===== src/verilog/arx_consts.vh =====
// Purpose: Offsets, field positions, reset values and timing counts of the receive error block.
// Assumes: 32-bit AHB-Lite register bus, one aligned word per register.
// Notes:   Definitions only.
`ifndef ARX_CONSTS_VH
`define ARX_CONSTS_VH

// ----------------------------------------------------------------
// Register byte offsets
// ----------------------------------------------------------------
`define ARX_OFS_CTRL     4'h0
`define ARX_OFS_BAUD     4'h4
`define ARX_OFS_STATUS   4'h8
`define ARX_OFS_DATA     4'hC

// ----------------------------------------------------------------
// Control register fields
// ----------------------------------------------------------------
`define ARX_CTRL_RXEN    0
`define ARX_CTRL_PAREN   1
`define ARX_CTRL_ODD     2
`define ARX_CTRL_STOP2   3
`define ARX_CTRL_RST     4'h0

// ----------------------------------------------------------------
// Status register fields
// ----------------------------------------------------------------
`define ARX_ST_FULL      6
`define ARX_ST_FRAME     4
`define ARX_ST_PARITY    3
`define ARX_ST_BUSY      0

// ----------------------------------------------------------------
// Timing: bit period is (divisor + 1) clock cycles
// ----------------------------------------------------------------
`define ARX_BAUD_RST     16'h0021

`endif


===== src/verilog/arx_rx_error_flags.v =====
// Purpose: Asynchronous serial receiver with framing and parity error flags behind an AHB-Lite slave.
// Assumes: One clock (mclk); rxdPin comes from the pin and is synchronised here; standbyMode is on mclk.
// Notes:   Zero-wait-state slave; read data is captured in the address phase so hrdata comes from a flop.
//
// The implementer's own choices: the register addresses and the AHB-Lite register port.
`timescale 1ns/1ps
`default_nettype none
`include "arx_consts.vh"

module arx_rx_error_flags (
  // Clock and reset
  input  wire        mclk,
  input  wire        nrst,
  // System
  input  wire        standbyMode,
  // Serial line
  input  wire        rxdPin,
  // AHB-Lite slave
  input  wire        hsel,
  input  wire [31:0] haddr,
  input  wire [1:0]  htrans,
  input  wire        hwrite,
  input  wire [2:0]  hsize,
  input  wire [31:0] hwdata,
  input  wire        hready,
  output reg         hreadyout,
  output reg         hresp,
  output reg  [31:0] hrdata
);

  // ----------------------------------------------------------------
  // Receiver states
  // ----------------------------------------------------------------
  localparam [2:0] ST_IDLE  = 3'd0;
  localparam [2:0] ST_START = 3'd1;
  localparam [2:0] ST_DATA  = 3'd2;
  localparam [2:0] ST_PAR   = 3'd3;
  localparam [2:0] ST_STOP1 = 3'd4;
  localparam [2:0] ST_STOP2 = 3'd5;

  // ----------------------------------------------------------------
  // Declarations
  // ----------------------------------------------------------------
  reg  [1:0]  rxSync_ff;
  reg  [3:0]  ctrl_ff;
  reg  [15:0] baudDiv_ff;
  reg  [2:0]  state_ff;
  reg  [15:0] bitCnt_ff;
  reg  [2:0]  bitIdx_ff;
  reg  [7:0]  shift_ff;
  reg         parBit_ff;
  reg  [7:0]  rxBuffer_ff;
  reg         framingErrFlag_ff;
  reg         parityErrFlag_ff;
  reg         receiveFullFlag_ff;
  reg  [2:0]  seenOne_ff;
  reg         dpWrite_ff;
  reg  [3:0]  dpAddr_ff;
  reg  [31:0] rdValue;
  wire        rxLine;
  wire        rxEnable;
  wire        addrPhase;
  wire        stWrite;
  wire        bitDone;
  wire        frameEnd;
  wire        frameBad;
  wire        parityBad;
  wire        rxBlocked;
  wire        setFrame;
  wire        setParity;
  wire        setFull;
  wire        clrFrame;
  wire        clrParity;
  wire        clrFull;

  // ----------------------------------------------------------------
  // Helpers
  // ----------------------------------------------------------------
  // One step of the bit-time down counter; callers reload it at zero.
  function [15:0] countDown;
    input [15:0] cnt;
    begin
      countDown = cnt - 16'h0001;
    end
  endfunction

  // True when a register offset selects the status register.
  function isStatus;
    input [3:0] ofs;
    begin
      isStatus = (ofs == `ARX_OFS_STATUS);
    end
  endfunction

  // True when data plus parity bit disagree with the selected parity sense.
  function parityMismatch;
    input [7:0] data;
    input       par;
    input       odd;
    begin
      parityMismatch = ((^data ^ par) != odd);
    end
  endfunction

  assign rxLine    = rxSync_ff[1];
  assign rxEnable  = ctrl_ff[`ARX_CTRL_RXEN];
  assign addrPhase = hsel & htrans[1] & hready;
  assign stWrite   = dpWrite_ff & isStatus(dpAddr_ff);
  assign bitDone   = (bitCnt_ff == 16'h0000);

  // ----------------------------------------------------------------
  // Line synchroniser
  // ----------------------------------------------------------------
  always @(posedge mclk or negedge nrst) begin
    if (!nrst) begin
      // Reset to the idle level so that no false start edge follows reset.
      // Only the second stage feeds the receiver logic.
      rxSync_ff <= 2'b11;
    end else begin
      rxSync_ff <= {rxSync_ff[0], rxdPin};
    end
  end

  // ----------------------------------------------------------------
  // Frame checks at the first stop bit
  // ----------------------------------------------------------------
  // The second stop bit never reaches this check, so its value is don't-care.
  assign frameEnd  = (state_ff == ST_STOP1) & bitDone & rxEnable;
  assign frameBad  = frameEnd & ~rxLine;
  assign parityBad = frameEnd & ctrl_ff[`ARX_CTRL_PAREN] &
                     parityMismatch(shift_ff, parBit_ff, ctrl_ff[`ARX_CTRL_ODD]);

  // A pending error halts the receiver until software clears it.
  assign rxBlocked = framingErrFlag_ff | parityErrFlag_ff | standbyMode;

  // ----------------------------------------------------------------
  // Receive state machine
  // ----------------------------------------------------------------
  always @(posedge mclk or negedge nrst) begin
    if (!nrst) begin
      state_ff  <= ST_IDLE;
      bitCnt_ff <= 16'h0000;
      bitIdx_ff <= 3'd0;
      shift_ff  <= 8'h00;
      parBit_ff <= 1'b0;
    end else if (!rxEnable || standbyMode) begin
      // Dropping receive enable aborts a frame; the flags are left as they are.
      // Standby likewise parks the receiver in idle.
      state_ff  <= ST_IDLE;
      bitCnt_ff <= 16'h0000;
    end else begin
      case (state_ff)
        ST_IDLE: begin
          if (!rxBlocked && !rxLine) begin
            state_ff  <= ST_START;
            bitCnt_ff <= {1'b0, baudDiv_ff[15:1]};
          end
        end
        ST_START: begin
          if (!bitDone) begin
            bitCnt_ff <= countDown(bitCnt_ff);
          end else if (rxLine) begin
            state_ff <= ST_IDLE;
          end else begin
            state_ff  <= ST_DATA;
            bitCnt_ff <= baudDiv_ff;
            bitIdx_ff <= 3'd0;
          end
        end
        ST_DATA: begin
          if (!bitDone) begin
            bitCnt_ff <= countDown(bitCnt_ff);
          end else begin
            shift_ff  <= {rxLine, shift_ff[7:1]};
            bitCnt_ff <= baudDiv_ff;
            bitIdx_ff <= bitIdx_ff + 3'd1;
            if (bitIdx_ff == 3'd7) begin
              state_ff <= ctrl_ff[`ARX_CTRL_PAREN] ? ST_PAR : ST_STOP1;
            end
          end
        end
        ST_PAR: begin
          if (!bitDone) begin
            bitCnt_ff <= countDown(bitCnt_ff);
          end else begin
            parBit_ff <= rxLine;
            bitCnt_ff <= baudDiv_ff;
            state_ff  <= ST_STOP1;
          end
        end
        ST_STOP1: begin
          if (!bitDone) begin
            bitCnt_ff <= countDown(bitCnt_ff);
          end else if (ctrl_ff[`ARX_CTRL_STOP2]) begin
            bitCnt_ff <= baudDiv_ff;
            state_ff  <= ST_STOP2;
          end else begin
            state_ff <= ST_IDLE;
          end
        end
        ST_STOP2: begin
          if (!bitDone) begin
            bitCnt_ff <= countDown(bitCnt_ff);
          end else begin
            state_ff <= ST_IDLE;
          end
        end
        default: begin
          state_ff <= ST_IDLE;
        end
      endcase
    end
  end

  // ----------------------------------------------------------------
  // Receive buffer and status flags
  // ----------------------------------------------------------------
  assign setFrame  = frameBad;
  assign setParity = parityBad;
  assign setFull   = frameEnd & ~frameBad & ~parityBad;
  // Clearing needs a prior read that returned 1 and a written 0.
  assign clrFrame  = stWrite & ~hwdata[`ARX_ST_FRAME]  & seenOne_ff[2];
  assign clrParity = stWrite & ~hwdata[`ARX_ST_PARITY] & seenOne_ff[1];
  assign clrFull   = stWrite & ~hwdata[`ARX_ST_FULL]   & seenOne_ff[0];

  always @(posedge mclk or negedge nrst) begin
    if (!nrst) begin
      rxBuffer_ff <= 8'h00;
    end else if (frameEnd) begin
      // The buffer takes every finished frame, good or bad.
      rxBuffer_ff <= shift_ff;
    end
  end

  // Flags are untouched by the receive enable bit; only the terms below move them.
  // A set in the same cycle as a clear wins.
  always @(posedge mclk or negedge nrst) begin
    if (!nrst) begin
      framingErrFlag_ff  <= 1'b0;
      parityErrFlag_ff   <= 1'b0;
      receiveFullFlag_ff <= 1'b0;
      seenOne_ff         <= 3'b000;
    end else if (standbyMode) begin
      framingErrFlag_ff  <= 1'b0;
      parityErrFlag_ff   <= 1'b0;
      receiveFullFlag_ff <= 1'b0;
      seenOne_ff         <= 3'b000;
    end else begin
      if (setFrame) begin
        framingErrFlag_ff <= 1'b1;
      end else if (clrFrame) begin
        framingErrFlag_ff <= 1'b0;
      end
      if (setParity) begin
        parityErrFlag_ff <= 1'b1;
      end else if (clrParity) begin
        parityErrFlag_ff <= 1'b0;
      end
      if (setFull) begin
        receiveFullFlag_ff <= 1'b1;
      end else if (clrFull) begin
        receiveFullFlag_ff <= 1'b0;
      end
      // A read and a clear in one cycle must not leave a stale mark behind.
      seenOne_ff <= (seenOne_ff | ({3{addrPhase & ~hwrite & isStatus(haddr[3:0])}} &
                    {framingErrFlag_ff, parityErrFlag_ff, receiveFullFlag_ff})) & ~{clrFrame, clrParity, clrFull};
    end
  end

  // ----------------------------------------------------------------
  // AHB-Lite slave
  // ----------------------------------------------------------------
  always @* begin
    rdValue = 32'h0000_0000;
    case (haddr[3:0])
      `ARX_OFS_CTRL: begin
        rdValue[3:0] = ctrl_ff;
      end
      `ARX_OFS_BAUD: begin
        rdValue[15:0] = baudDiv_ff;
      end
      `ARX_OFS_STATUS: begin
        rdValue[`ARX_ST_FULL]   = receiveFullFlag_ff;
        rdValue[`ARX_ST_FRAME]  = framingErrFlag_ff;
        rdValue[`ARX_ST_PARITY] = parityErrFlag_ff;
        rdValue[`ARX_ST_BUSY]   = (state_ff != ST_IDLE);
      end
      `ARX_OFS_DATA: begin
        rdValue[7:0] = rxBuffer_ff;
      end
      default: begin
        rdValue = 32'h0000_0000;
      end
    endcase
  end

  always @(posedge mclk or negedge nrst) begin
    if (!nrst) begin
      hreadyout  <= 1'b0;
      hresp      <= 1'b0;
      hrdata     <= 32'h0000_0000;
      dpWrite_ff <= 1'b0;
      dpAddr_ff  <= 4'h0;
      ctrl_ff    <= `ARX_CTRL_RST;
      baudDiv_ff <= `ARX_BAUD_RST;
    end else begin
      hreadyout  <= 1'b1;
      hresp      <= 1'b0;
      // Writes land at the end of their data phase, when hwdata stands.
      // Reads are sampled in the address phase, so hrdata comes straight from a flop.
      dpWrite_ff <= addrPhase & hwrite;
      if (addrPhase) begin
        dpAddr_ff <= haddr[3:0];
        if (!hwrite) begin
          hrdata <= rdValue;
        end
      end
      if (dpWrite_ff && dpAddr_ff == `ARX_OFS_CTRL) begin
        ctrl_ff <= hwdata[3:0];
      end
      if (dpWrite_ff && dpAddr_ff == `ARX_OFS_BAUD) begin
        baudDiv_ff <= hwdata[15:0];
      end
    end
  end

endmodule // arx_rx_error_flags
`default_nettype wire


===== config.mk =====
export PLATFORM = sky130hd
export DESIGN_NAME = arx_rx_error_flags
export DESIGN_NICKNAME = d
export VERILOG_FILES = /design/src/verilog/arx_rx_error_flags.v
export VERILOG_INCLUDE_DIRS = /design/src /design/src/verilog
export SDC_FILE = /design/constraint.sdc
export NUM_CORES = 1
export LEC_CHECK = 0
export BUFFER_PORTS_ARGS = -buffer_cell sky130_fd_sc_hd__clkbuf_2
export CAP_MARGIN = 25
export CORE_MARGIN = 2
export CORE_UTILIZATION = 40
export DETAILED_ROUTE_END_ITERATION = 16
export PLACE_DENSITY = 0.63
export SYNTH_ARGS = -nofsm -noshare
export SYNTH_HDL_FRONTEND = slang
export SYNTH_SLANG_ARGS = --single-unit

===== constraint.sdc =====
create_clock -name mclk -period 3.2 [get_ports mclk]
set_input_delay 0.32 -clock mclk [delete_from_list [all_inputs] [get_ports mclk]]
set_output_delay 0.32 -clock mclk [all_outputs]
set_load 0.05 [all_outputs]

# Word-level counts from Yosys, hierarchy flattened
# Cells that the tools add are included.
# word_totals
ff_bits,89
input_bits,76
out_inout_bits,34
wordCells,146
# classes
addsub,2
eq_ne,25
mux,43
bitwise_logic,34
n_reduce_logical,25
# ops
cell,n
$mux W16,8
$pmux W16 S5,1
$mux W3,14
$ne A3 B3 Y1 const B,7
$and A1 B1 Y1,19
$pmux W3 S6,1
$logic_not A16 Y1,1
$sub A16 B1 Y16 const B,1
$eq A4 B4 Y1 const B,3
$reduce_bool A3 Y1,4
$reduce_and A5 Y1,2
$eq A3 B3 Y1 const B,3
$mux W1,9
$eq A4 B3 Y1 const B,2
$logic_not A4 Y1,2
$mux W8,1
$not A1 Y1,8
$pmux W1 S4,2
$reduce_xor A8 Y1,1
$reduce_and A7 Y1,1
$and A3 B3 Y3,2
$eq A3 B2 Y1 const B,2
$ne A2 B2 Y1 const B,3
$pmux W1 S3,2
23 further kinds,30

# Depth between registers and ports, before layout
# depth
ltp_word,9
depth_mapped,9
ltp_nobuf,7

# Worst setup path before layout
# OpenSTA, ideal clock, no wires.
# synth_path
kind,register to register
from,register bitCnt_ff[0]
to,register shift_ff[0]
setup_ns,0.125
t_arrival_ns,2.075
slack_ns,1.001
path_stages_with_launch,9
path_buffers,1
cell_sequence,dfrtp_1 inv_1 ha_1 nor3b_1 and4_1 buf_2 nand4_2 nor2_4 mux2_2
# synth_between
elab_chain_cells,2
# synth_lines
element,line,source
"start, declared",arx_rx_error_flags.v:48,reg [15:0] bitCnt_ff;
"start signal, assigned",arx_rx_error_flags.v:156,"bitCnt_ff <= {1'b0, baudDiv_ff[15:1]};"
"start signal, assigned",arx_rx_error_flags.v:161,bitCnt_ff <= countDown(bitCnt_ff);
"start signal, assigned",arx_rx_error_flags.v:166,bitCnt_ff <= baudDiv_ff;
$logic_not A16 Y1,arx_rx_error_flags.v:109,assign bitDone = (bitCnt_ff == 16'h0000);
$reduce_and A3 Y1 (no source line),-,
"end signal, assigned",arx_rx_error_flags.v:174,"shift_ff <= {rxLine, shift_ff[7:1]};"
"end, declared",arx_rx_error_flags.v:50,reg [7:0] shift_ff;
# No other way between the ends.
# A chain may end at the register's enable or synchronous reset.

# Worst setup path after layout
# layout_path
from,register bitCnt_ff[0]
to,register shift_ff[4]
# The elaborated chain is that of the path after synthesis.

==> impl_metrics.yaml <==
synth:
  synthFlopType: "dfrtp_1"
  yosysTopAreaCell: "dfrtp_1"
  synth_top_area_share_pct: 45.0
  syn-mean-instance-area_um2: 10.8
  synth.ff_latch_count: 89
  synth_top_family_by_area: "compound AO/OA/AOI/OAI gates"
  synthSimpleGateAreaFrac_pct: 13.3
  yosysMostFrequentCell: "dfrtp_1"
  ys_top_cells_by_area: "dfrtp_1 45%, mux2_2 10%, o21ai_0 3.0%, nand2_1 2.9%, buf_4 2.7%"
  yosysSeqAreaShare_pct: 47.2
  muxShareOfSynthArea_pct: 12.0
  synth-compound-area-share_pct: 17.6
  ys_types: 62
  synthCells: 439
  synth-xor-area-share_pct: 2.88
  synth_edf_count: 0
  synthArstFlopShare_pct: 100
  synth_area_mm2: 0.00473
  yosysWarnings: 0
  synthAdderAreaFrac_pct: 0.793
  yosys-top-cells-count: "85 x dfrtp_1, 42 x mux2_2, 37 x nand2_1"
global_routing:
  use_met1_pct: 24.9
  top_usage_layer: "met2"
  antenna_found_initial: 0
  grt_util_met3_pct: 4.71
  grt_pass1_vias: 3566
  grt_pass1_wl_um: 18400
  grt_usage_pct: 18.2
  grt_max_degree: 64
  grt_overflow: 0
  grtUsageMet2_pct: 29.4
clock_tree:
  clk_latency_ps: 340
  htreeDepth: 3
  clockBufferDepth: 2
  numClockSinks: 89
  cts_tree: "yes"
  cts_buffers: 9
  cts_setup_buffers: 0
  path_clk_slew_ps: 60
  cts_hold_buf: 0
  root_buffer: "clkbuf_16"
  post_cts_resized: 0
setup_path:
  r2r_slack_ps: 550
  path_class: "reg -> reg"
  reg2reg_depth: 7
  cp-start-kind: "flop"
  r2r_end: "shift_ff[4]"
  rr_startpoint: "bitCnt_ff[0]"
  path_max_fanout: 8
  crit_required_ps: 3430
  end_kind: "flop"
  arrival_ps: 2870
routing:
  totalWireLength_um: 10900
  vias_per_cell: 5.60
  drt-initial-drc-count: 153
  postRouteAntennaNets: 0
  drcViolationCount: 0
  vias: 3509
  drtPass1Iterations: 5
  routedWlPerCell_um: 17.4
timing:
  rsz0062_at_grt: "false"
  whs_ps: 55.1
  slew-limit-headroom_pct: 44.8
  timing.setup.tns_ps: 0
  min_period_ps: 2650
  hold_violations: 0
  slew_violations: 0
  fin_crit_sh_pct: 82.7
  setup_slack_ps: 555
  max_freq_mhz: 378
  setup_viol: 0
  fin_skew_ps: 5.37
  tightest_slew_ps: 823
place:
  dp_hpwl_um: 7890
  place.gp.congestion: 0.851
  place_ws_ps: 599
  dpl.cell_count: 611
  port_buffers: 44
  place_area_mm2: 0.00501
floorplanning:
  start_util_pct: 41.3
  pin_count: 110
  dieWidth_um: 113
  rows: 39
  core_mm2: 0.0115
  die_area_mm2: 0.0127
  die_y_um: 113
layout:
  nets: 558
  final_cell_count_no_fill: 627
  layout-drive-gt1-share_pct: 26.7
  final_area_mm2: 0.00532
  num-fill-cells: 1041
  antenna_cells: 0
  utilization_pct: 46.4
  areaGrowthSynthToFinish_pct: 12.5
power:
  p_switching_mw: 1.05
  seq_power_share_pct: 42.9
  p_int_mw: 2.16
  p_comb_share_pct: 22.7
  p_sw_share_pct: 32.7
  finalPower_mw: 3.21
  p_leak_nw: 2.38
  p_per_area_mw_per_mm2: 603
  pwr-share-clk_pct: 34.4
  ir_worst_vdd_mv: 0.409
hold_path:
  hold_class: "in -> reg"
  min_to: "rxSync_ff[0]"
  hold_depth: 1
  hold_path.startpoint: "rxdPin"
run:
  cap_violations: 0
run_status:
  status: "completed"
## layer usage
layer,up-vias,share of wire (%)
met3,13,4.7
met2,106,49
li1,1671,-
met4,0,1.1
met1,1719,46
met5,-,0
## sequential cells by signal, summed over array words and instances (netlist names)
| register | flops |
|---|---|
| ctrl_ff | 4 |
| rxSync_ff | 2 |
| hrdata | 16 |
| parBit_ff | 1 |
| state_ff | 3 |
| bitIdx_ff | 3 |
| receiveFullFlag_ff | 1 |
| rxBuffer_ff | 8 |
| hreadyout | 1 |
| baudDiv_ff | 16 |
| seenOne_ff | 3 |
| parityErrFlag_ff | 1 |
| framingErrFlag_ff | 1 |
| shift_ff | 8 |
| dpAddr_ff | 4 |
| bitCnt_ff | 16 |
| dpWrite_ff | 1 |
## cell families after synthesis
| family | Yosys count |
|---|---|
| AOI/OAI and AO/OA | 113 |
| xor gates and xnor gates | 14 |
| adders and majority gates | 3 |
| buffers and inverters | 53 |
| DFF | 89 |
| muxes | 49 |
| other | 2 |
| and+or+nand+nor | 116 |
## power groups by stage
stage                     Sequential [mW]  Clock [mW]  Combinational, mW
final                                1.38        1.10              0.729
after global routing                 1.39        1.18              0.807
after CTS                            1.38        1.13              0.729
after detailed placement             1.40           0              0.723
after global placement               1.39           0              0.707
after floorplan                      1.37           0              0.548
## critical path: stages (launching register included)
cell     delay, ps
dfrtp_1        400
inv_1          110
ha_1           200
nor3b_1        400
and4_1         420
nand4_2        290
nor2_4         320
mux2_2         370
## worst max-delay path by stage
stage,from,endpoint,slack [ps],depth (start not counted)
4_1_cts,bitCnt_ff[0],shift_ff[4],570,7
3_5_place_dp,bitCnt_ff[0],shift_ff[4],600,7
6_report,bitCnt_ff[0],shift_ff[4],550,7
5_1_grt,bitCnt_ff[0],bitIdx_ff[1],310,7
3_3_place_gp,bitCnt_ff[0],bitIdx_ff[1],650,7
2_1_floorplan,bitCnt_ff[0],shift_ff[0],1000,8
## cell usage in the layout, fill, tap and decap left out, drive strengths merged, types with 7 or more instances in the layout
| master | instances |
|---|---|
| buf | 8 |
| nor2 | 12 |
| dfrtp | 85 |
| nor3 | 13 |
| nand2 | 37 |
| mux2 | 42 |
| o22ai | 9 |
| o21ai | 28 |
| clkbuf | 54 |
| conb | 18 |
| xnor2 | 11 |
| o2bb2ai | 8 |
| or3 | 7 |
| a21oi | 13 |
| nand3 | 17 |
| a22o | 9 |
| inv | 17 |
## cell type report
| class | count | area (um2) | share of cell area, % |
|---|---|---|---|
| multi-input cells | 313 | 2270 | 42.6 |
| flip-flops and latches | 89 | 2230 | 41.9 |
| repair buffers | 51 | 275 | 5.17 |
| clock buffers | 11 | 253 | 4.75 |
| well taps | 143 | 179 | 3.36 |
| clock inverters | 5 | 61.3 | 1.15 |
| inverters | 15 | 56.3 | 1.06 |
Power figures use the tool's default switching activity.
